<file path="src/bfp_pkg.sv">
// bfp_pkg: shared constants and types for the bulk factory program sequencer
// assumes: included first in compile order, used by interface and both ends
package bfp_pkg;

  // ----------------------------------------------------------------
  // link widths
  // ----------------------------------------------------------------
  localparam int ADDR_W   = 23;
  localparam int DATA_W   = 16;
  localparam int BUF_W    = 5;                  // buffer index width
  localparam int BUF_WORDS = 32;                // words per buffer load
  localparam int BLK_W    = 16;                 // word-address bits inside a block

  // ----------------------------------------------------------------
  // command codes (values arbitrary, coded here only)
  // ----------------------------------------------------------------
  localparam logic [7:0] CMD_BFP_SETUP   = 8'h80;
  localparam logic [7:0] CMD_BFP_CONFIRM = 8'hd0;
  localparam logic [7:0] CMD_SUSPEND     = 8'hb0;
  localparam logic [7:0] CMD_RESUME      = 8'hd0;
  localparam logic [7:0] CMD_READ_ARRAY  = 8'hff;
  localparam logic [7:0] CMD_READ_STATUS = 8'h70;
  localparam logic [7:0] CMD_READ_ID     = 8'h90;
  localparam logic [7:0] CMD_CFI_QUERY   = 8'h98;
  localparam logic [7:0] CMD_CLR_STATUS  = 8'h50;
  localparam logic [DATA_W-1:0] FILL_WORD = 16'hffff;

  // ----------------------------------------------------------------
  // status bit positions
  // ----------------------------------------------------------------
  localparam int SB_BUSY0  = 0;
  localparam int SB_LOCK   = 1;
  localparam int SB_SUSP   = 2;
  localparam int SB_VPP    = 3;
  localparam int SB_PFAIL  = 4;
  localparam int SB_READY  = 7;
  localparam logic [7:0] STATUS_RST = 8'h80;

  // ----------------------------------------------------------------
  // timing counts
  // ----------------------------------------------------------------
  localparam int CLK_NS        = 25;
  localparam int SETUP_NS      = 1000;           // startup checks
  localparam int SETUP_CYC     = (SETUP_NS + CLK_NS - 1) / CLK_NS;
  localparam int WORD_PROG_NS  = 200;            // per-word array program
  localparam int WORD_PROG_CYC = (WORD_PROG_NS + CLK_NS - 1) / CLK_NS;

  // ----------------------------------------------------------------
  // apb register map of the controller
  // ----------------------------------------------------------------
  localparam logic [7:0] REG_CTRL   = 8'h00;     // w: bit0 start, bit1 exit, bit2 suspend, bit3 resume
  localparam logic [7:0] REG_ADDR   = 8'h04;     // first word address
  localparam logic [7:0] REG_DATA   = 8'h08;     // buffer data word (w)
  localparam logic [7:0] REG_STATUS = 8'h0c;     // r: last device status byte
  localparam logic [7:0] REG_EXITA  = 8'h10;     // address in another block for exit
  localparam int CT_START = 0;
  localparam int CT_EXIT  = 1;
  localparam int CT_SUSP  = 2;
  localparam int CT_RES   = 3;

  typedef enum logic [1:0] {BFP_BUS_IDLE, BFP_BUS_WR, BFP_BUS_RD} bfp_op_e;

endpackage : bfp_pkg

</file>
<file path="src/bfp_if.sv">
// bfp_if: flash write/read bus between controller and device
// assumes: single pclk domain, device answers every read strobe in one cycle
`timescale 1ns/1ps
interface bfp_if;
  import bfp_pkg::*;
  logic                 wr_stb;     // one-cycle write strobe
  logic                 rd_stb;     // one-cycle read strobe
  logic [ADDR_W-1:0]    addr;
  logic [DATA_W-1:0]    wdata;
  logic [DATA_W-1:0]    rdata;      // valid cycle after rd_stb
  logic                 rvalid;

  modport dev  (input wr_stb, input rd_stb, input addr, input wdata, output rdata, output rvalid);
  modport host (output wr_stb, output rd_stb, output addr, output wdata, input rdata, input rvalid);
endinterface : bfp_if

</file>
<file path="src/bfp_counter.sv">
// bfp_counter: loadable down counter for internal timed events
// assumes: pclk domain, load wins over count
`timescale 1ns/1ps
module bfp_counter #(
  parameter int W = 8
) (
  input  wire logic         pclk,
  input  wire logic         presetn,
  input  wire logic         load,
  input  wire logic [W-1:0] value,
  input  wire logic         run,
  output logic              done
);
  logic [W-1:0] cnt_q;

  // count down while run, done when zero
  always_ff @(posedge pclk or negedge presetn) begin
    if (!presetn) begin
      cnt_q <= '0;
    end else if (load) begin
      cnt_q <= value;
    end else if (run && cnt_q != '0) begin
      cnt_q <= cnt_q - W'(1);
    end
  end
  // done reads the count only: callers build load from done, so a load term here would close a loop
  assign done = (cnt_q == '0);
endmodule : bfp_counter

</file>
<file path="src/bfp_device.sv">
// bfp_device: flash write state machine for bulk factory programming
// assumes: host drives bfp_if strobes on pclk; lock and voltage inputs are synchronous
// Operation
// - three phases: setup, program-verify, exit
// - every buffer load is thirty-two words
// - array address advances to next buffer
// - host keeps first word address constant
// - host aligns first address, low bits zero
// - unaligned start aborts, sets program failure
// - one block per run, address wraps
// - host pads short buffers with all-ones
// - setup errors set failure, lock, voltage
// - ready clears during startup checks
// - reads return status; writes are data
// - bit zero set while buffer unavailable
// - program starts only when buffer full
// - foreign address exits, drops loaded data
// - writes fill consecutive positions from zero
// - writes during array programming ignored
// - host exits by all-ones other-block write
// - exit sets ready, keeps read mode
// - suspend halts, sets ready and suspended
// - suspended: only read and resume commands
// - resume continues, clears ready and suspended
// - low program voltage halts, sets error
//
// Register access over APB and the placing of the registers were decided locally.
`timescale 1ns/1ps
module bfp_device
  import bfp_pkg::*;
#(
  parameter int BLOCK_BITS = BLK_W,
  parameter int SETUP_CYCLES = SETUP_CYC,
  parameter int PROG_CYCLES  = WORD_PROG_CYC
) (
  input  wire logic       pclk,
  input  wire logic       presetn,
  bfp_if.dev              bus,
  input  wire logic       block_locked,    // target block lock bit
  input  wire logic       vpp_low,         // supply at or below lockout level
  input  wire logic       vpp_factory,     // supply at factory level
  output logic            array_we,        // array word write strobe
  output logic [ADDR_W-1:0] array_addr,
  output logic [DATA_W-1:0] array_data,
  output logic [7:0]      status
);
  import bfp_pkg::*;

  // ----------------------------------------------------------------
  // state
  // ----------------------------------------------------------------
  typedef enum {S_IDLE, S_ARMED, S_SETUP, S_LOAD, S_PROG, S_SUSP} bfp_state_e;
  bfp_state_e state_q;

  logic [DATA_W-1:0]  buf_q [BUF_WORDS];
  logic [BUF_W-1:0]   fill_q;              // next buffer position
  logic [BUF_W-1:0]   prog_q;              // word being programmed
  logic [ADDR_W-1:0]  base_q;              // first word address
  logic [BLOCK_BITS-1:0] off_q;            // offset inside the block
  logic [7:0]         status_q;
  logic               read_status_q;       // read mode: status vs array
  logic [ADDR_W-1:0]  array_addr_q;
  logic [DATA_W-1:0]  array_data_q;
  logic               array_we_q;
  logic [DATA_W-1:0]  rdata_q;
  logic               rvalid_q;
  logic               tmr_load;
  logic [15:0]        tmr_val;
  logic               tmr_done;

  logic [7:0] cmd;
  logic       same_blk;
  assign cmd      = bus.wdata[7:0];
  assign same_blk = bus.addr[ADDR_W-1:BLOCK_BITS] == base_q[ADDR_W-1:BLOCK_BITS];

  bfp_counter #(.W(16)) u_tmr (
    .pclk    (pclk),
    .presetn (presetn),
    .load    (tmr_load),
    .value   (tmr_val),
    .run     (state_q != S_SUSP),
    .done    (tmr_done)
  );

  // timer loads on entry to setup, on entry to program and on each word programmed but the last
  always_comb begin
    tmr_load = 1'b0;
    tmr_val  = 16'(PROG_CYCLES);
    if (state_q == S_ARMED && bus.wr_stb && cmd == CMD_BFP_CONFIRM) begin
      tmr_load = 1'b1;
      tmr_val  = 16'(SETUP_CYCLES);
    end else if (state_q == S_LOAD && bus.wr_stb && same_blk && fill_q == BUF_W'(BUF_WORDS-1)) begin
      tmr_load = 1'b1;
    end else if (state_q == S_PROG && tmr_done && prog_q != BUF_W'(BUF_WORDS-1)) begin
      tmr_load = 1'b1;
    end
  end

  // ----------------------------------------------------------------
  // sequencer and status
  // ----------------------------------------------------------------
  // whole write state machine; status bits change with the phase
  always_ff @(posedge pclk or negedge presetn) begin
    if (!presetn) begin
      state_q       <= S_IDLE;
      status_q      <= STATUS_RST;
      fill_q        <= '0;
      prog_q        <= '0;
      base_q        <= '0;
      off_q         <= '0;
      read_status_q <= 1'b0;
      array_we_q    <= 1'b0;
      array_addr_q  <= '0;
      array_data_q  <= '0;
    end else begin
      array_we_q <= 1'b0;
      unique case (state_q)
        S_IDLE: begin
          if (bus.wr_stb) begin
            if (cmd == CMD_BFP_SETUP) begin
              state_q       <= S_ARMED;
              read_status_q <= 1'b1;
            end else if (cmd == CMD_READ_ARRAY) begin
              read_status_q <= 1'b0;
            end else if (cmd == CMD_READ_STATUS) begin
              read_status_q <= 1'b1;
            end else if (cmd == CMD_CLR_STATUS) begin
              status_q <= STATUS_RST;
            end
          end
        end
        S_ARMED: begin
          if (bus.wr_stb) begin
            if (cmd == CMD_BFP_CONFIRM) begin
              state_q            <= S_SETUP;
              base_q             <= bus.addr;
              off_q              <= bus.addr[BLOCK_BITS-1:0];
              status_q[SB_READY] <= 1'b0;
              status_q[SB_BUSY0] <= 1'b1;                    // buffer not free during checks
            end else begin
              state_q <= S_IDLE;
            end
          end
        end
        S_SETUP: begin
          // startup checks; errors end the run with ready back
          if (tmr_done) begin
            if (block_locked || vpp_low || !vpp_factory || base_q[BUF_W-1:0] != '0) begin
              status_q[SB_PFAIL] <= 1'b1;
              status_q[SB_LOCK]  <= block_locked;
              status_q[SB_VPP]   <= vpp_low || !vpp_factory;
              status_q[SB_READY] <= 1'b1;
              status_q[SB_BUSY0] <= 1'b0;
              state_q            <= S_IDLE;
            end else begin
              status_q[SB_BUSY0] <= 1'b0;                    // buffer available
              fill_q             <= '0;
              state_q            <= S_LOAD;
            end
          end
        end
        S_LOAD: begin
          // every in-block write is data, even a status command
          if (bus.wr_stb) begin
            if (!same_blk) begin
              fill_q             <= '0;                      // loaded words dropped
              status_q[SB_READY] <= 1'b1;
              state_q            <= S_IDLE;                  // read mode untouched
            end else begin
              fill_q <= fill_q + BUF_W'(1);
              if (fill_q == BUF_W'(BUF_WORDS-1)) begin
                status_q[SB_BUSY0] <= 1'b1;
                prog_q             <= '0;
                state_q            <= S_PROG;
              end
            end
          end
        end
        S_PROG: begin
          // writes other than suspend are ignored while programming
          if (bus.wr_stb && cmd == CMD_SUSPEND) begin
            status_q[SB_READY] <= 1'b1;
            status_q[SB_SUSP]  <= 1'b1;
            state_q            <= S_SUSP;
          end else if (vpp_low) begin
            status_q[SB_VPP]   <= 1'b1;
            status_q[SB_PFAIL] <= 1'b1;
            status_q[SB_READY] <= 1'b1;
            state_q            <= S_IDLE;
          end else if (tmr_done) begin
            array_we_q   <= 1'b1;
            array_addr_q <= {base_q[ADDR_W-1:BLOCK_BITS], off_q};
            array_data_q <= buf_q[prog_q];
            off_q        <= off_q + BLOCK_BITS'(1);          // wraps in block
            prog_q       <= prog_q + BUF_W'(1);
            if (prog_q == BUF_W'(BUF_WORDS-1)) begin
              status_q[SB_BUSY0] <= 1'b0;
              fill_q             <= '0;
              state_q            <= S_LOAD;
            end
          end
        end
        S_SUSP: begin
          // only reads and resume are honoured here
          if (bus.wr_stb) begin
            if (cmd == CMD_RESUME) begin
              status_q[SB_READY] <= 1'b0;
              status_q[SB_SUSP]  <= 1'b0;
              state_q            <= S_PROG;
            end else if (cmd == CMD_READ_ARRAY) begin
              read_status_q <= 1'b0;
            end else if (cmd == CMD_READ_STATUS || cmd == CMD_READ_ID || cmd == CMD_CFI_QUERY) begin
              read_status_q <= 1'b1;
            end
          end
        end
        default: state_q <= S_IDLE;
      endcase
    end
  end

  // buffer storage, written only while loading in-block
  always_ff @(posedge pclk) begin
    if (state_q == S_LOAD && bus.wr_stb && same_blk) begin
      buf_q[fill_q] <= bus.wdata;
    end
  end

  // ----------------------------------------------------------------
  // read path
  // ----------------------------------------------------------------
  // inside a run every read gives status; array contents are outside this block
  always_ff @(posedge pclk or negedge presetn) begin
    if (!presetn) begin
      rdata_q  <= '0;
      rvalid_q <= 1'b0;
    end else begin
      rvalid_q <= bus.rd_stb;
      if (bus.rd_stb) begin
        rdata_q <= (read_status_q || state_q != S_IDLE) ? {8'h00, status_q} : FILL_WORD;
      end
    end
  end

  assign bus.rdata  = rdata_q;
  assign bus.rvalid = rvalid_q;
  assign array_we   = array_we_q;
  assign array_addr = array_addr_q;
  assign array_data = array_data_q;
  assign status     = status_q;
endmodule : bfp_device

</file>
<file path="src/flat_wrapper.sv">
// flat-port wrapper written by rule: the top's interface ports become plain ports
module bfp_device_flat import bfp_pkg::*;
#(
  parameter int BLOCK_BITS = BLK_W,
  parameter int SETUP_CYCLES = SETUP_CYC,
  parameter int PROG_CYCLES  = WORD_PROG_CYC
)
  (pclk, presetn, block_locked, vpp_low, vpp_factory, array_we, array_addr, array_data, status, bus_wr_stb, bus_rd_stb, bus_addr, bus_wdata, bus_rdata, bus_rvalid);
  bfp_if bus_i ();
  input  wire logic pclk;
  input  wire logic presetn;
  input  wire logic block_locked;
  input  wire logic vpp_low;
  input  wire logic vpp_factory;
  output logic array_we;
  output logic [ADDR_W-1:0] array_addr;
  output logic [DATA_W-1:0] array_data;
  output logic [7:0] status;
  input wire logic [$bits(bus_i.wr_stb)-1:0] bus_wr_stb;
  input wire logic [$bits(bus_i.rd_stb)-1:0] bus_rd_stb;
  input wire logic [$bits(bus_i.addr)-1:0] bus_addr;
  input wire logic [$bits(bus_i.wdata)-1:0] bus_wdata;
  output wire logic [$bits(bus_i.rdata)-1:0] bus_rdata;
  output wire logic [$bits(bus_i.rvalid)-1:0] bus_rvalid;
  assign bus_i.wr_stb = bus_wr_stb;
  assign bus_i.rd_stb = bus_rd_stb;
  assign bus_i.addr = bus_addr;
  assign bus_i.wdata = bus_wdata;
  assign bus_rdata = bus_i.rdata;
  assign bus_rvalid = bus_i.rvalid;
  bfp_device #(.BLOCK_BITS(BLOCK_BITS), .SETUP_CYCLES(SETUP_CYCLES), .PROG_CYCLES(PROG_CYCLES)) u_core (.pclk(pclk), .presetn(presetn), .bus(bus_i), .block_locked(block_locked), .vpp_low(vpp_low), .vpp_factory(vpp_factory), .array_we(array_we), .array_addr(array_addr), .array_data(array_data), .status(status));
endmodule
</file>
<file path="config.mk">
export PLATFORM = sky130hd
export DESIGN_NAME = bfp_device_flat
export DESIGN_NICKNAME = d
export VERILOG_FILES = /design/src/bfp_pkg.sv /design/src/bfp_if.sv /design/src/bfp_counter.sv /design/src/bfp_device.sv /design/src/flat_wrapper.sv
export SDC_FILE = /design/constraint.sdc
export NUM_CORES = 1
export LEC_CHECK = 0
export ABC_AREA = 1
export ABC_CLOCK_PERIOD_IN_PS = 4600
export BUFFER_PORTS_ARGS = -buffer_cell sky130_fd_sc_hd__buf_2
export CAP_MARGIN = 30
export CORE_AREA = 2 2 262 264
export CTS_BUF_LIST = sky130_fd_sc_hd__clkbuf_8
export CTS_CLUSTER_DIAMETER = 150
export DETAILED_ROUTE_END_ITERATION = 10
export DIE_AREA = 0 0 264 266
export PLACE_DENSITY = 0.63
export SLEW_MARGIN = 5
export SYNTH_ARGS = -nofsm -noshare
export SYNTH_HDL_FRONTEND = slang
export SYNTH_SLANG_ARGS = --single-unit
</file>
<file path="constraint.sdc">
create_clock -name pclk -period 4.6 [get_ports pclk]
set_input_delay 0.23 -clock pclk [delete_from_list [all_inputs] [get_ports pclk]]
set_output_delay 0.23 -clock pclk [all_outputs]
set_load 0.05 [all_outputs]
</file>
; Yosys cells after proc, flatten, opt, wreduce, memory -nomap -nowiden
; Memories as Yosys holds them, arrays and structs flattened. A register that Yosys moved wholly into a read port is not among the register bits.
; Index checks and enable logic that the tools add are counted.
[totals]
ff_bits = 145
mem_bits_rw = 512
elab_cells = 216
n_memories = 1
[op_classes]
n_addsub = 4
eq_ne = 53
n_mux = 94
bitwise_logic = 2
reduce_logical = 46
[mem_list]
columns = memory, depth, width, read_ports, rd_clocked_by_memory_dff, write_ports, line_no
row1 = u_core.buf_q, 32, 16, 1, 1, 1, bfp_device.sv:55  ; logic [DATA_W-1:0] buf_q [BUF_WORDS];
[op_table]
columns = operator, n
row1 = 32-bit two-way mux, 13
row2 = 32-bit case mux with 6 select lines, 1
row3 = 16-bit two-way mux, 8
row4 = "32-bit by 2-bit equality test with 1-bit output, second input constant", 3
row5 = "32-bit by 3-bit equality test with 1-bit output, second input constant", 3
row6 = 5-bit two-way mux, 14
row7 = "8-bit equality test, second input constant", 6
row8 = 8-bit two-way mux, 5
row9 = 1-bit two-way mux, 36
row10 = "32-bit by 1-bit equality test with 1-bit output, second input constant", 1
row11 = "32-bit by 4-bit equality test with 1-bit output, second input constant", 1
row12 = 32-bit logical NOT, 1
row13 = "32-bit by 4-bit != test with 1-bit output, second input constant", 1
row14 = 16-bit case mux with 2 select lines, 1
row15 = 32-bit nonzero test, 1
row16 = "2-bit by 1-bit != test with 1-bit output, second input constant", 13
row17 = "2-bit != test, second input constant", 13
row18 = 10-bit AND reduction, 2
row19 = "16-bit by 1-bit adder with 16-bit output, second input constant", 1
row20 = "8-bit by 7-bit equality test with 1-bit output, second input constant", 2
row21 = 16-bit logical NOT, 1
row22 = 16-bit AND reduction, 1
row23 = 8-bit AND reduction, 2
row24 = 16-bit nonzero test, 1
row25 = 32 further kinds, 68

; Depth between registers and ports, before layout
[depth]
word_depth = 8
mapped_depth = 14

; Modules after synthesis
; From an unflattened synthesis, not the netlist that was laid out.
[unflattened]
cells_unflattened = 2596
area_unflattened_um2 = 27086.0
[modules_own_cells]
columns = module, n_inst, cells_each, area_per_inst_um2, seq_area_each_um2
row1 = bfp_device, 1, 2413, 25831.0, 17778.3
row2 = bfp_counter, 1, 183, 1255.0, 400.4

; Worst setup path after synthesis
; OpenSTA, ideal clock, no wires.
[synth_path]
path_kind = register -> register
startpoint = reg u_core.base_q[21]
endpoint = mem u_core.buf_q[0][0] (enable)
setup_time_ns = 0.388
t_arrival_ns = 1.949
path_slack_ns = 2.262
stages_incl_launch_ff = 10
path_buffers = 0
synth_period_minus_slack_ns = 2.338
cell_sequence = dfrtp_1 > inv_1 > nand2_1 > nand2_1 > nand3_1 > nor2_2 > nand2_1 > nor2_4 > nand2_1 > nor2_1
[synth_via]
elab_chain_len = 4
[synth_lines]
columns = element, line_no
row1 = from (decl), bfp_device.sv:58  ; logic [ADDR_W-1:0] base_q;
row2 = from (signal assigned), bfp_device.sv:136  ; base_q <= bus.addr;
row3 = 7-bit equality test, bfp_device.sv:74  ; assign same_blk = bus.addr[ADDR_W-1:BLOCK_BITS] == base_q[ADDR_W-1:BLOCK_BITS];
row4 = 1-bit logical AND, bfp_device.sv:224  ; if (state_q == S_LOAD && bus.wr_stb && same_blk) begin
row5 = 1-bit two-way mux, bfp_device.sv:224
row6 = 1-bit two-way mux (not written as such), bfp_device.sv:225  ; buf_q[fill_q] <= bus.wdata;
row7 = to (decl), bfp_device.sv:55
; No other way between the ends.

; Final worst setup path
[layout_path]
startpoint = reg u_core.state_q[2]
endpoint = mem u_core.buf_q[12][2] (enable)
[layout_via]
elab_chain_len = 5
[layout_lines]
columns = element, line_no
row1 = from (decl), bfp_device.sv:53  ; bfp_state_e state_q;
row2 = from (signal assigned), bfp_device.sv:105  ; state_q <= S_IDLE;
row3 = from (signal assigned), bfp_device.sv:121  ; state_q <= S_ARMED;
row4 = from (signal assigned), bfp_device.sv:135  ; state_q <= S_SETUP;
row5 = 32-bit by 3-bit equality test with 1-bit output, bfp_device.sv:224
row6 = 1-bit logical AND (2 in series), bfp_device.sv:224
row7 = 1-bit two-way mux, bfp_device.sv:224
row8 = 1-bit two-way mux (not written as such), bfp_device.sv:225
; No other way between the ends.

==> run summary <==
half-perimeter wire length after placement: 43300 um
1st-iter DRT viols: 2062
Fin Setup TNS: 0 ns
total length of routed wires: 72000 um
yosys warns: 0
area of the core: 67700 sq um
Clock Tree Buf Depth: 3
most frequent cells in the layout: nand2_1 (643), edfxtp_1 (512), nor2_1 (326)
commonest non-fill, non-tap cell in the layout: nand2_1
largest net degree at the start of global routing: 154
Yosys reg bits: 624
number of global-route vias before repair: 18.8k
Worst setup EP type: flop
RSZ-0062 raised after global routing: no
required time worst endpoint: 5.01 ns
mean post-synth cell area: 10.8 sq um
Ports: 111
WL/cell: 20.1 um
CTS tree: done
Vias: 19.0k
TritonRoute pass-1 iters: 5
Clock Latency Late Sink: 0.71 ns
status: finished clean
grt total ovfl: 0
Post-Synthesis Cells: 2463
chip height: 266 um
Max-Slew Margin vs Limit: 0.372
CP Launch Type: flop
Tot Pwr: 12.5 mW
total global-route track usage: 0.204
power density cells: 414 nW/um^2
H-tree lvl count: 3
drt drc: 0
critical path data arrival time: 3.27 ns
DRT antenna net count: 0
input/output buffers: 108
CTS root buf: clkbuf_8
share of layout cells above drive strength 1: 0.132
synthesized cell area: 26600 sq um
max-capacitance violation count: 0
area grow syn2layout: 13.5%
Fill cells: 6353
GP Congestion: 0.892
post-synth cell types: 46
fmax: 350 MHz
clock sinks: 624
P_leak: 11.7 nW
Final min period: 2.85 ns
worst hold slack: 0.108 ns
Final period util: 0.620
Peak VDD IR: 0.000223 V
Slew Limit Fails: 0
endpoints failing hold: 0
Worst Max-Slew Pin Slew: 0.941 ns
Setup-failing EPs final: 0
first-pass GRT wire length: 111000 um
CTS buffer count: 100
register area share after synthesis: 0.682
WS Path Type: reg -> reg
CTS clk-pin slew, worst paths: 0.06 ns
CP Max Fanout: 9
CTS resizes: 0
nets: 2681
Hold Path Class: in -> reg
initial antenna violation count: 2
Initial Util: 0.393
vias per inst: 5.29
# rows: 96
clock skew: 0.0548 ns
die area: 70200 sq um
ant diodes: 0
Die X: 264 um
-- path summary, 6_finish.rpt --
kind                            cells past startpoint             startpoint  slack (ns)                    end
worst max-delay path                                8      u_core.state_q[2]        1.75    u_core.buf_q[12][2]
worst min-delay path                                6            vpp_factory        0.11       u_core.status[3]
worst max register to register                      8      u_core.state_q[2]        1.75    u_core.buf_q[12][2]
worst min register to register                      2  u_core.array_addr[21]        0.48  u_core.array_addr[21]
max in group asynchronous                           5                presetn        2.92   u_core.array_data[2]
min in group asynchronous                           3                presetn        0.42  u_core.array_addr[15]
-- metal layers --
layer / wire (um) / track usage / share of wire / up-vias
met1: 29900 / 0.271 / 0.41 / 9179
met4: 1710 / 0.0617 / 0.024 / 2
met5: 11 / 0 / 0.00015 / -
met3: 7050 / 0.0563 / 0.098 / 119
met2: 33400 / 0.328 / 0.46 / 872
li1: - / - / - / 8821
-- timing repair --
item / in CTS / in global routing
buffers inserted: 0 / 0
hold buffers: 29 / 1
hold endpoints to repair: 110 / 1
-- synthesized netlist by cell type, drive strengths merged --
library cell  number  share of area
or2                3        0.00070
o21bai             2        0.00056
nand3            163          0.032
o31ai              3        0.00085
nor3              11         0.0023
nor2             342          0.051
a31oi              1        0.00024
and2               1        0.00024
o22a               4         0.0013
nand4             12         0.0028
o21ai            236          0.047
xnor2              5         0.0016
conb               1        0.00014
buf               86          0.019
a21oi             43         0.0089
dfstp              1        0.00099
o211ai            38          0.011
nand3b             1        0.00028
xor2              11         0.0036
clkinv             1        0.00014
clkbuf            47         0.0066
a21o               1        0.00028
nand2            654          0.093
dfrtp            111           0.10
ha                10         0.0047
o22ai             60          0.014
inv              100          0.014
edfxtp           512           0.58
nor4               1        0.00024
o2111ai            2        0.00066
-- flip-flops by register name, summed over array words and instances (netlist names) --
signal	flops
u_core.prog_q	5
u_core.read_status_q	1
u_core.array_data	16
u_core.status	6
u_core.fill_q	5
u_core.bus.rdata	7
u_core.array_we	1
u_core.off_q	16
u_core.bus.rvalid	1
u_core.buf_q	512
u_core.array_addr	23
u_core.base_q	12
u_core.u_tmr.cnt_q	16
u_core.state_q	3
-- layout make-up --
class                           count  area [sq um]  area share
Inverter                          101           389      0.0129
Sequential cell                   624         18200       0.601
Clock buffer                      107          1470      0.0487
Tap cell                          882          1100      0.0365
Multi-Input combinational cell   1606          7390       0.245
Clock inverter                     76           382      0.0126
Timing Repair Buffer              192          1310      0.0433
-- through the flow --
| stage | instance area (sq um) | setup WS, ns | cells | util |
|---|---|---|---|---|
| 3_5_place_dp | 28100 | 1.74 | 3374 | 0.414 |
| 4_1_cts | 30200 | 1.77 | 3586 | 0.446 |
| 2_1_floorplan | 26600 | 2.26 | 2464 | - |
| 5_1_grt | 30200 | 1.51 | 3588 | 0.446 |
| 3_3_place_gp | 28000 | 1.79 | 3372 | 0.414 |
| 6_report | 30200 | 1.75 | 3588 | 0.446 |
-- power by group --
group	internal, mW	switching, mW	total, mW
clock	2.22	2.21	4.43
combinational	0.430	1.23	1.66
sequential	6.28	0.152	6.43
-- cells by family after synthesis --
kind of cell             count (synthesis)  share of synthesized area
other                                    1                   0.000141
buffers and inverters                  234                     0.0402
adder cells (fa/ha/maj)                 10                    0.00470
XOR/XNOR                                16                    0.00526
AND/OR/NAND/NOR                       1188                      0.183
flip-flops                             624                      0.682
AO/OA/AOI/OAI                          390                     0.0846
-- worst max-delay path, cell delays in order, from the launching register on --
cell	delay, ns
dfrtp_1	0.51
nor2_2	0.18
nand2_1	0.14
inv_2	0.14
nand2_1	0.13
nor2_4	0.18
nand2_1	0.25
nor2_1	0.72
buf_4	0.31
Power figures use the tool's default switching activity.
